==> config.mk <==
export PLATFORM = sky130hd
export DESIGN_NAME = isa_io_to_host_port_decode
export DESIGN_NICKNAME = d
export VERILOG_FILES = /design/src/hdl/host_port_pkg.sv /design/src/hdl/byte_lane_reg.sv /design/src/hdl/isa_io_to_host_port_decode.sv
export SDC_FILE = /design/constraint.sdc
export NUM_CORES = 1
export LEC_CHECK = 0
export BUFFER_PORTS_ARGS = -buffer_cell sky130_fd_sc_hd__buf_2
export CAP_MARGIN = 5
export CORE_MARGIN = 2
export CORE_UTILIZATION = 48
export CTS_CLUSTER_DIAMETER = 120
export DETAILED_ROUTE_END_ITERATION = 10
export GPL_TIMING_DRIVEN = 0
export PLACE_DENSITY = 0.87
export SLEW_MARGIN = 40
export SYNTH_ARGS = -nofsm -noshare
export SYNTH_HDL_FRONTEND = slang
export SYNTH_HIERARCHICAL = 1
export SYNTH_SLANG_ARGS = --single-unit
export TNS_END_PERCENT = 20
==> constraint.sdc <==
create_clock -name ref_clk_i -period 1.4 [get_ports ref_clk_i]
set_input_delay 0.14 -clock ref_clk_i [delete_from_list [all_inputs] [get_ports ref_clk_i]]
set_output_delay 0.14 -clock ref_clk_i [all_outputs]
set_load 0.02 [all_outputs]
==> src/hdl/host_port_pkg.sv <==
// Constants and types shared by the host port decoder and its register slices.
// Behaviour
// Each access decodes strobe level and three address lines into one of sixteen functions.
// Pattern 000 reaches the control register low byte, 001 its high byte.
// Pattern 100 reaches the address pointer low byte, 101 its high byte.
// Write to 010/011 stores a data byte; the pointer increments before it.
// Read from 010/011 returns a data byte; the pointer increments after it.
// Write to 110/111 stores a data byte and leaves the pointer alone.
// Read from 110/111 returns a data byte and leaves the pointer alone.
// The host reaches memory only by loading the pointer, then using data.
// The host splits each 16-bit transfer into low and high byte accesses.
// Auto-increment advances the pointer once per whole word, not per byte.
package host_port_pkg;

  localparam int unsigned WORD_W = 16;
  localparam int unsigned BYTE_W = 8;
  localparam int unsigned SEL_W  = 3;

  // Strobe levels on io_write_strobe_n.
  localparam logic STROBE_WRITE = 1'b0;
  localparam logic STROBE_READ  = 1'b1;

  // Address line field positions.
  localparam int unsigned SEL_BYTE_BIT  = 0;
  localparam int unsigned SEL_DATA_BIT  = 1;
  localparam int unsigned SEL_NOINC_BIT = 2;

  // Byte lane encoding of the byte select line.
  localparam logic LANE_LOW  = 1'b0;
  localparam logic LANE_HIGH = 1'b1;

  // Full address line patterns.
  localparam logic [SEL_W-1:0] SEL_CTRL_LO    = 3'h0;
  localparam logic [SEL_W-1:0] SEL_CTRL_HI    = 3'h1;
  localparam logic [SEL_W-1:0] SEL_DATA_INC_LO = 3'h2;
  localparam logic [SEL_W-1:0] SEL_DATA_INC_HI = 3'h3;
  localparam logic [SEL_W-1:0] SEL_PTR_LO     = 3'h4;
  localparam logic [SEL_W-1:0] SEL_PTR_HI     = 3'h5;
  localparam logic [SEL_W-1:0] SEL_DATA_LO    = 3'h6;
  localparam logic [SEL_W-1:0] SEL_DATA_HI    = 3'h7;

  // Reset values.
  localparam logic [WORD_W-1:0] CTRL_RESET = 16'h0000;
  localparam logic [WORD_W-1:0] PTR_RESET  = 16'h0000;
  localparam logic [WORD_W-1:0] DATA_RESET = 16'h0000;
  localparam logic [BYTE_W-1:0] BYTE_ZERO  = 8'h00;

  // Pointer step per whole data word.
  localparam logic [WORD_W-1:0] PTR_STEP = 16'h0001;

  // One host I/O access as presented at the port.
  typedef struct packed {
    logic                  io_write_strobe_n;
    logic [SEL_W-1:0]      sel;
    logic [BYTE_W-1:0]     wdata;
  } host_access_t;

endpackage : host_port_pkg

==> src/hdl/byte_lane_reg.sv <==
// A 16-bit register written either a byte at a time or as a whole word.
`timescale 1ns/1ns
`default_nettype none
module byte_lane_reg
  import host_port_pkg::*;
#(
  parameter logic [WORD_W-1:0] RESET_VALUE = 16'h0000
) (
  // Clock and reset
  input  wire logic              ref_clk_i,
  input  wire logic              nrst_i,
  // Byte writes
  input  wire logic              wr_lo_i,
  input  wire logic              wr_hi_i,
  input  wire logic [BYTE_W-1:0] byte_i,
  // Word load, which takes priority over byte writes
  input  wire logic              load_i,
  input  wire logic [WORD_W-1:0] word_i,
  // Contents
  output logic      [WORD_W-1:0] q_o
);

  always_ff @(posedge ref_clk_i or negedge nrst_i) begin
    if (!nrst_i) begin
      q_o <= RESET_VALUE;
    end else if (load_i) begin
      q_o <= word_i;
    end else begin
      if (wr_lo_i) begin
        q_o[BYTE_W-1:0] <= byte_i;
      end
      if (wr_hi_i) begin
        q_o[WORD_W-1:BYTE_W] <= byte_i;
      end
    end
  end

endmodule : byte_lane_reg
`default_nettype wire

==> src/hdl/isa_io_to_host_port_decode.sv <==
// Decoder from host I/O accesses to byte accesses on the 16-bit host port registers.
`timescale 1ns/1ns
`default_nettype none
module isa_io_to_host_port_decode
  import host_port_pkg::*;
(
  // Clock and reset
  input  wire logic              ref_clk_i,
  input  wire logic              nrst_i,
  // Host I/O access, taken on a cycle where access_valid_i is high
  input  wire logic              access_valid_i,
  input  wire host_access_t      access_i,
  // Read answer
  output logic      [BYTE_W-1:0] rdata_o,
  output logic                   rdata_valid_o,
  // Processor side
  input  wire logic              proc_data_load_i,
  input  wire logic [WORD_W-1:0] proc_data_i,
  output logic      [WORD_W-1:0] host_port_control_o,
  output logic      [WORD_W-1:0] memory_address_pointer_o,
  output logic      [WORD_W-1:0] host_port_data_o,
  output logic                   word_written_o,
  output logic                   word_read_o
);

  logic              is_write;
  logic              is_read;
  logic              hit_data;
  logic              hit_ptr;
  logic              hit_ctrl;
  logic              no_inc;
  logic              lane;
  logic              ctrl_wr_lo;
  logic              ctrl_wr_hi;
  logic              ptr_wr_lo;
  logic              ptr_wr_hi;
  logic              data_wr_lo;
  logic              data_wr_hi;
  logic              data_rd;
  logic              ptr_inc;
  logic              data_load;
  logic [WORD_W-1:0] ptr_next;
  logic [BYTE_W-1:0] rdata_d;
  logic [WORD_W-1:0] reg_sel;

  // Direction from the strobe level, register from the address lines.
  assign is_write = access_valid_i && (access_i.io_write_strobe_n == STROBE_WRITE);
  assign is_read  = access_valid_i && (access_i.io_write_strobe_n == STROBE_READ);
  assign hit_data = access_i.sel[SEL_DATA_BIT];
  assign no_inc   = access_i.sel[SEL_NOINC_BIT];
  assign lane     = access_i.sel[SEL_BYTE_BIT];
  assign hit_ctrl = !hit_data && !no_inc;
  assign hit_ptr  = !hit_data && no_inc;

  assign ctrl_wr_lo = is_write && hit_ctrl && (lane == LANE_LOW);
  assign ctrl_wr_hi = is_write && hit_ctrl && (lane == LANE_HIGH);
  assign ptr_wr_lo  = is_write && hit_ptr && (lane == LANE_LOW);
  assign ptr_wr_hi  = is_write && hit_ptr && (lane == LANE_HIGH);
  assign data_wr_lo = is_write && hit_data && (lane == LANE_LOW);
  assign data_wr_hi = is_write && hit_data && (lane == LANE_HIGH);
  assign data_rd    = is_read && hit_data;

  // The host sends the low byte first, so a write word is opened by its low
  // byte and a read word is closed by its high byte. Stepping there keeps a
  // pre-increment ahead of the word and a post-increment behind it.
  assign ptr_inc = hit_data && !no_inc &&
                   ((data_wr_lo) || (data_rd && lane == LANE_HIGH));
  assign ptr_next = memory_address_pointer_o + PTR_STEP;

  // A host byte write to the data register beats a processor load.
  assign data_load = proc_data_load_i && !data_wr_lo && !data_wr_hi;

  byte_lane_reg #(
    .RESET_VALUE (CTRL_RESET)
  ) u_ctrl (
    .ref_clk_i (ref_clk_i),
    .nrst_i    (nrst_i),
    .wr_lo_i   (ctrl_wr_lo),
    .wr_hi_i   (ctrl_wr_hi),
    .byte_i    (access_i.wdata),
    .load_i    (1'b0),
    .word_i    (CTRL_RESET),
    .q_o       (host_port_control_o)
  );

  byte_lane_reg #(
    .RESET_VALUE (PTR_RESET)
  ) u_ptr (
    .ref_clk_i (ref_clk_i),
    .nrst_i    (nrst_i),
    .wr_lo_i   (ptr_wr_lo),
    .wr_hi_i   (ptr_wr_hi),
    .byte_i    (access_i.wdata),
    .load_i    (ptr_inc),
    .word_i    (ptr_next),
    .q_o       (memory_address_pointer_o)
  );

  byte_lane_reg #(
    .RESET_VALUE (DATA_RESET)
  ) u_data (
    .ref_clk_i (ref_clk_i),
    .nrst_i    (nrst_i),
    .wr_lo_i   (data_wr_lo),
    .wr_hi_i   (data_wr_hi),
    .byte_i    (access_i.wdata),
    .load_i    (data_load),
    .word_i    (proc_data_i),
    .q_o       (host_port_data_o)
  );

  // Read mux over the register that the address lines name.
  always_comb begin
    if (hit_data) begin
      reg_sel = host_port_data_o;
    end else if (hit_ptr) begin
      reg_sel = memory_address_pointer_o;
    end else begin
      reg_sel = host_port_control_o;
    end
    if (lane == LANE_HIGH) begin
      rdata_d = reg_sel[WORD_W-1:BYTE_W];
    end else begin
      rdata_d = reg_sel[BYTE_W-1:0];
    end
  end

  // The read byte is captured with the access, so a post-increment in the
  // same edge cannot disturb what the host receives.
  always_ff @(posedge ref_clk_i or negedge nrst_i) begin
    if (!nrst_i) begin
      rdata_o       <= BYTE_ZERO;
      rdata_valid_o <= 1'b0;
    end else begin
      rdata_valid_o <= is_read;
      if (is_read) begin
        rdata_o <= rdata_d;
      end
    end
  end

  // Word strobes towards the processor memory side, raised when the high
  // byte completes a word.
  always_ff @(posedge ref_clk_i or negedge nrst_i) begin
    if (!nrst_i) begin
      word_written_o <= 1'b0;
      word_read_o    <= 1'b0;
    end else begin
      word_written_o <= data_wr_hi;
      word_read_o    <= data_rd && (lane == LANE_HIGH);
    end
  end

  a_rd_valid_dir: assert property (@(posedge ref_clk_i) disable iff (!nrst_i)
    rdata_valid_o == $past(access_valid_i && access_i.io_write_strobe_n == STROBE_READ))
    else $error("read answer not tied to a read access");

  a_wr_ctrl_hi: assert property (@(posedge ref_clk_i) disable iff (!nrst_i)
    (access_valid_i && access_i.io_write_strobe_n == STROBE_WRITE
     && access_i.sel == SEL_CTRL_HI)
    |=> host_port_control_o[WORD_W-1:BYTE_W] == $past(access_i.wdata))
    else $error("control high byte not written");

  a_rd_ctrl_lo: assert property (@(posedge ref_clk_i) disable iff (!nrst_i)
    (access_valid_i && access_i.io_write_strobe_n == STROBE_READ
     && access_i.sel == SEL_CTRL_LO)
    |=> rdata_valid_o && rdata_o == $past(host_port_control_o[BYTE_W-1:0]))
    else $error("control low byte read wrong");

  a_rd_ptr_hi: assert property (@(posedge ref_clk_i) disable iff (!nrst_i)
    (access_valid_i && access_i.io_write_strobe_n == STROBE_READ
     && access_i.sel == SEL_PTR_HI)
    |=> rdata_o == $past(memory_address_pointer_o[WORD_W-1:BYTE_W]))
    else $error("pointer high byte read wrong");

  a_wr_pre_inc: assert property (@(posedge ref_clk_i) disable iff (!nrst_i)
    (access_valid_i && access_i.io_write_strobe_n == STROBE_WRITE
     && access_i.sel == SEL_DATA_INC_LO)
    |=> memory_address_pointer_o == $past(memory_address_pointer_o) + PTR_STEP
        && host_port_data_o[BYTE_W-1:0] == $past(access_i.wdata))
    else $error("write did not pre-increment pointer");

  a_rd_post_inc: assert property (@(posedge ref_clk_i) disable iff (!nrst_i)
    (access_valid_i && access_i.io_write_strobe_n == STROBE_READ
     && access_i.sel == SEL_DATA_INC_HI)
    |=> memory_address_pointer_o == $past(memory_address_pointer_o) + PTR_STEP
        && rdata_o == $past(host_port_data_o[WORD_W-1:BYTE_W]))
    else $error("read did not post-increment pointer");

  a_wr_no_inc: assert property (@(posedge ref_clk_i) disable iff (!nrst_i)
    (access_valid_i && access_i.io_write_strobe_n == STROBE_WRITE
     && access_i.sel == SEL_DATA_HI)
    |=> $stable(memory_address_pointer_o)
        && host_port_data_o[WORD_W-1:BYTE_W] == $past(access_i.wdata))
    else $error("plain data write moved pointer");

  a_rd_no_inc: assert property (@(posedge ref_clk_i) disable iff (!nrst_i)
    (access_valid_i && access_i.io_write_strobe_n == STROBE_READ
     && access_i.sel[SEL_DATA_BIT] && access_i.sel[SEL_NOINC_BIT])
    |=> $stable(memory_address_pointer_o))
    else $error("plain data read moved pointer");

  a_word_step: assert property (@(posedge ref_clk_i) disable iff (!nrst_i)
    ((access_valid_i && access_i.sel == SEL_DATA_INC_HI
      && access_i.io_write_strobe_n == STROBE_WRITE)
     || (access_valid_i && access_i.sel == SEL_DATA_INC_LO
      && access_i.io_write_strobe_n == STROBE_READ))
    |=> $stable(memory_address_pointer_o))
    else $error("pointer stepped on a mid-word byte");

  a_ptr_wr_lo: assert property (@(posedge ref_clk_i) disable iff (!nrst_i)
    (access_valid_i && access_i.io_write_strobe_n == STROBE_WRITE
     && access_i.sel == SEL_PTR_LO)
    |=> memory_address_pointer_o[BYTE_W-1:0] == $past(access_i.wdata))
    else $error("pointer low byte not written");

  a_host_beats_load: assert property (@(posedge ref_clk_i) disable iff (!nrst_i)
    (access_valid_i && access_i.io_write_strobe_n == STROBE_WRITE
     && access_i.sel == SEL_DATA_HI && proc_data_load_i)
    |=> host_port_data_o == {$past(access_i.wdata), $past(host_port_data_o[BYTE_W-1:0])})
    else $error("processor load overrode a host data write");

  a_word_strobe: assert property (@(posedge ref_clk_i) disable iff (!nrst_i)
    (access_valid_i && access_i.io_write_strobe_n == STROBE_WRITE
     && access_i.sel[SEL_DATA_BIT] && access_i.sel[SEL_BYTE_BIT])
    |=> word_written_o)
    else $error("word written strobe missing");

endmodule : isa_io_to_host_port_decode
`default_nettype wire

==> reports/qor.yml <==
die_w_um: 88.1
cp.arrival_ns: 1.78
synth_top_area_share_pct: 43.5
cp-start-kind: "flop"
postSynthCellCount: 313
power_mw: 6.38
path_class: "reg -> reg"
max_freq_mhz: 645
grt_start_max_net_pins: 60
synth_area_leaders: "dfrtp_1 (43%), mux2i_1 (14%), o21ai_1 (6.6%), nand2_1 (5.9%), mux4_2 (5.3%)"
drv_cap: 0
die_h_um: 88.1
ys_ff_latch: 59
p_clk_share_pct: 22.0
pwr-share-seq_pct: 37.7
first_pass_iters: 5
drcViolationCount: 0
ys_warn_count: 6
numCtsBuffers: 9
wirelength_um: 10200
antenna_cells: 0
grt-ovfl-total: 0
yosys.area.top_type: "dfrtp_1"
skew_ns: 0.00775
synth_area_per_cell_sq_um: 10.8
routedWlPerCell_um: 18.0
final.setup.tns_ns: -1.22
fin_crit_sh_pct: 111
drive_above_1_share_pct: 44.7
finalNetCount: 496
finalHoldViolations: 0
p_comb_share_pct: 40.3
cp_max_fo: 2
clk_pin_slew_ns: 0.06
place_congestion: 0.828
cts_root_buffer: "clkbuf_8"
critPathCaptureType: "flop"
total_leakage_power_nw: 2.13
routed_via_density: 5.51
drt_iter0_markers: 258
maxSlewViolCount: 0
slew_headroom_pct: 62.2
portBuffers: 89
ios: 91
switching_power_mw: 2.36
yosysSeqAreaShare_pct: 43.5
dp_hpwl_um: 6870
cts_tree: "done"
antenna_left: 0
ys_types: 30
clock_latency_ns: 0.35
pre_cts_ws_ns: -0.269
rsz0062_at_grt: "yes"
num_vias: 3105
grt_pass1_wl_um: 15200
final-setup-viol-count: 9
switching_share_pct: 37.0
fp.coreArea_sq_mm: 0.00683
power_density_mw_per_mm2: 1390
hp-class: "in -> reg"
required_ns: 1.63
rows: 30
clock_path_buffers: 2
initial_core_util_pct: 49.7
worst_pin_slew_ns: 0.563
fin_ws_ns: -0.151
rrSetupSlack_ns: -0.15
post-route-util_pct: 67.1
violations: "negative setup slack"
grt_pass1_vias: 3055
vdd_drop_max_mv: 0.711
cts_max_level: 3
clock_sinks: 59
status: "complete, but fails checks"
synthesis.area_sq_mm: 0.00340
internal-power_mw: 4.02
finalCriticalPeriod_ns: 1.55
grt_use_total_pct: 26.5
antenna_found_initial: 0
die_area_sq_mm: 0.00776
area_growth_pct: 35.1
synthesized netlist by cell type (all sizes together):
master and number:
a21oi 1, and2 2, and3 5, and4 1
buf 19, clkbuf 3, conb 1, dfrtp 59
ha 1, inv 3, mux2 23, mux2i 48
mux4 8, nand2 53, nand2b 1, nand3 8
nand3b 1, nand4 2, nor2 6, nor3 3
nor4 2, o21ai 48, xnor2 10, xor2 5
state kept, by name, indices dropped and copies added (netlist names):
signal,flops
word_written_o,1
rdata_valid_o,1
u_ptr/q_o,16
rdata_o,8
word_read_o,1
u_data/q_o,16
u_ctrl/q_o,16
power by group through the flow:
| stage | clock network (mW) | registers (mW) | logic [mW] |
|---|---|---|---|
| floorplan | 0 | 2.85 | 0.904 |
| global placement | 0 | 2.53 | 1.89 |
| detailed placement | 0 | 2.54 | 1.96 |
| CTS | 1.42 | 2.39 | 2.39 |
| global route | 1.50 | 2.44 | 2.72 |
| finish | 1.40 | 2.40 | 2.57 |
critical path: stages, from the launching register on:
cell     delay [ns]
dfrtp_2        0.40
mux2_2         0.27
mux4_2         0.49
mux2_4         0.27
cell families after synthesis:
kind of cell,Yosys count,share of synthesized area (%)
other,1,0.110
and+or+nand+nor,84,10.9
AOI/OAI and AO/OA,49,7.55
muxes,79,27.9
buffers and inverters,25,5.90
DFF,59,43.5
xor gates and xnor gates,15,3.87
adders and majority gates,1,0.368
path summary, 6_finish.rpt:
| kind | startpoint | end | cells after the start |
|---|---|---|---|
| worst max-delay path | u_ptr/q_o[5] | rdata_o[5] | 3 |
| worst min-delay path | proc_data_i[7] | u_data/q_o[7] | 3 |
| worst max register to register | u_ptr/q_o[5] | rdata_o[5] | 3 |
| worst min register to register | rdata_o[3] | rdata_o[3] | 1 |
| max in group asynchronous | nrst_i | u_ptr/q_o[7] | 3 |
| min in group asynchronous | nrst_i | u_ctrl/q_o[11] | 2 |
cell type report:
cell class,count,area (sq um)
Fill cell,515,2240
Multi-Input combinational cell,249,1880
Sequential cell,59,1500
Timing Repair Buffer,120,708
Buffer,21,185
Clock buffer,12,155
Tap cell,96,120
Clock inverter,4,25.0
Inverter,3,11.3
routing by layer:
layer  up-vias  track usage [%]  wire [um]
li1       1383                -          -
met1      1529             32.5       3990
met2       155             43.7       5070
met3        38             7.35        766
met4         0             12.1        351
met5         -                0          0
through the flow:
step                std cells  hold WS, ns  cell area (sq um)
global route              564       0.0107               4590
floorplan                 333       -0.156               3530
detailed placement        518        0.256               4100
global placement          518        0.351               4100
finish                    564      0.00673               4590
CTS                       558      0.00381               4500
placed cells by master (no fill, tap or decap), types with 5 or more instances in the layout:
cell type | synthesis | routed
buf_2 | 9 | 97
buf_4 | 0 | 25
buf_6 | 10 | 10
clkbuf_8 | 2 | 13
conb_1 | 1 | 21
dfrtp_1 | 59 | 42
dfrtp_2 | 0 | 17
dlygate4sd3_1 | 0 | 6
mux2_4 | 7 | 20
mux2i_1 | 48 | 48
mux4_2 | 8 | 8
nand2_1 | 53 | 52
nand3_1 | 8 | 8
nor2_1 | 6 | 6
o21ai_1 | 45 | 45
xnor2_1 | 10 | 9
xor2_1 | 5 | 5
what timing repair did:
action                                 CTS  global route
pin swaps                                1             2
resized for setup                        5             8
setup endpoints to repair               16            17
endpoints found under the hold margin   64             0
cloned                                   0             0
setup buffers                           19             5
hold buffers                             6             0
No activity file was read; power rests on OpenSTA's default activity.
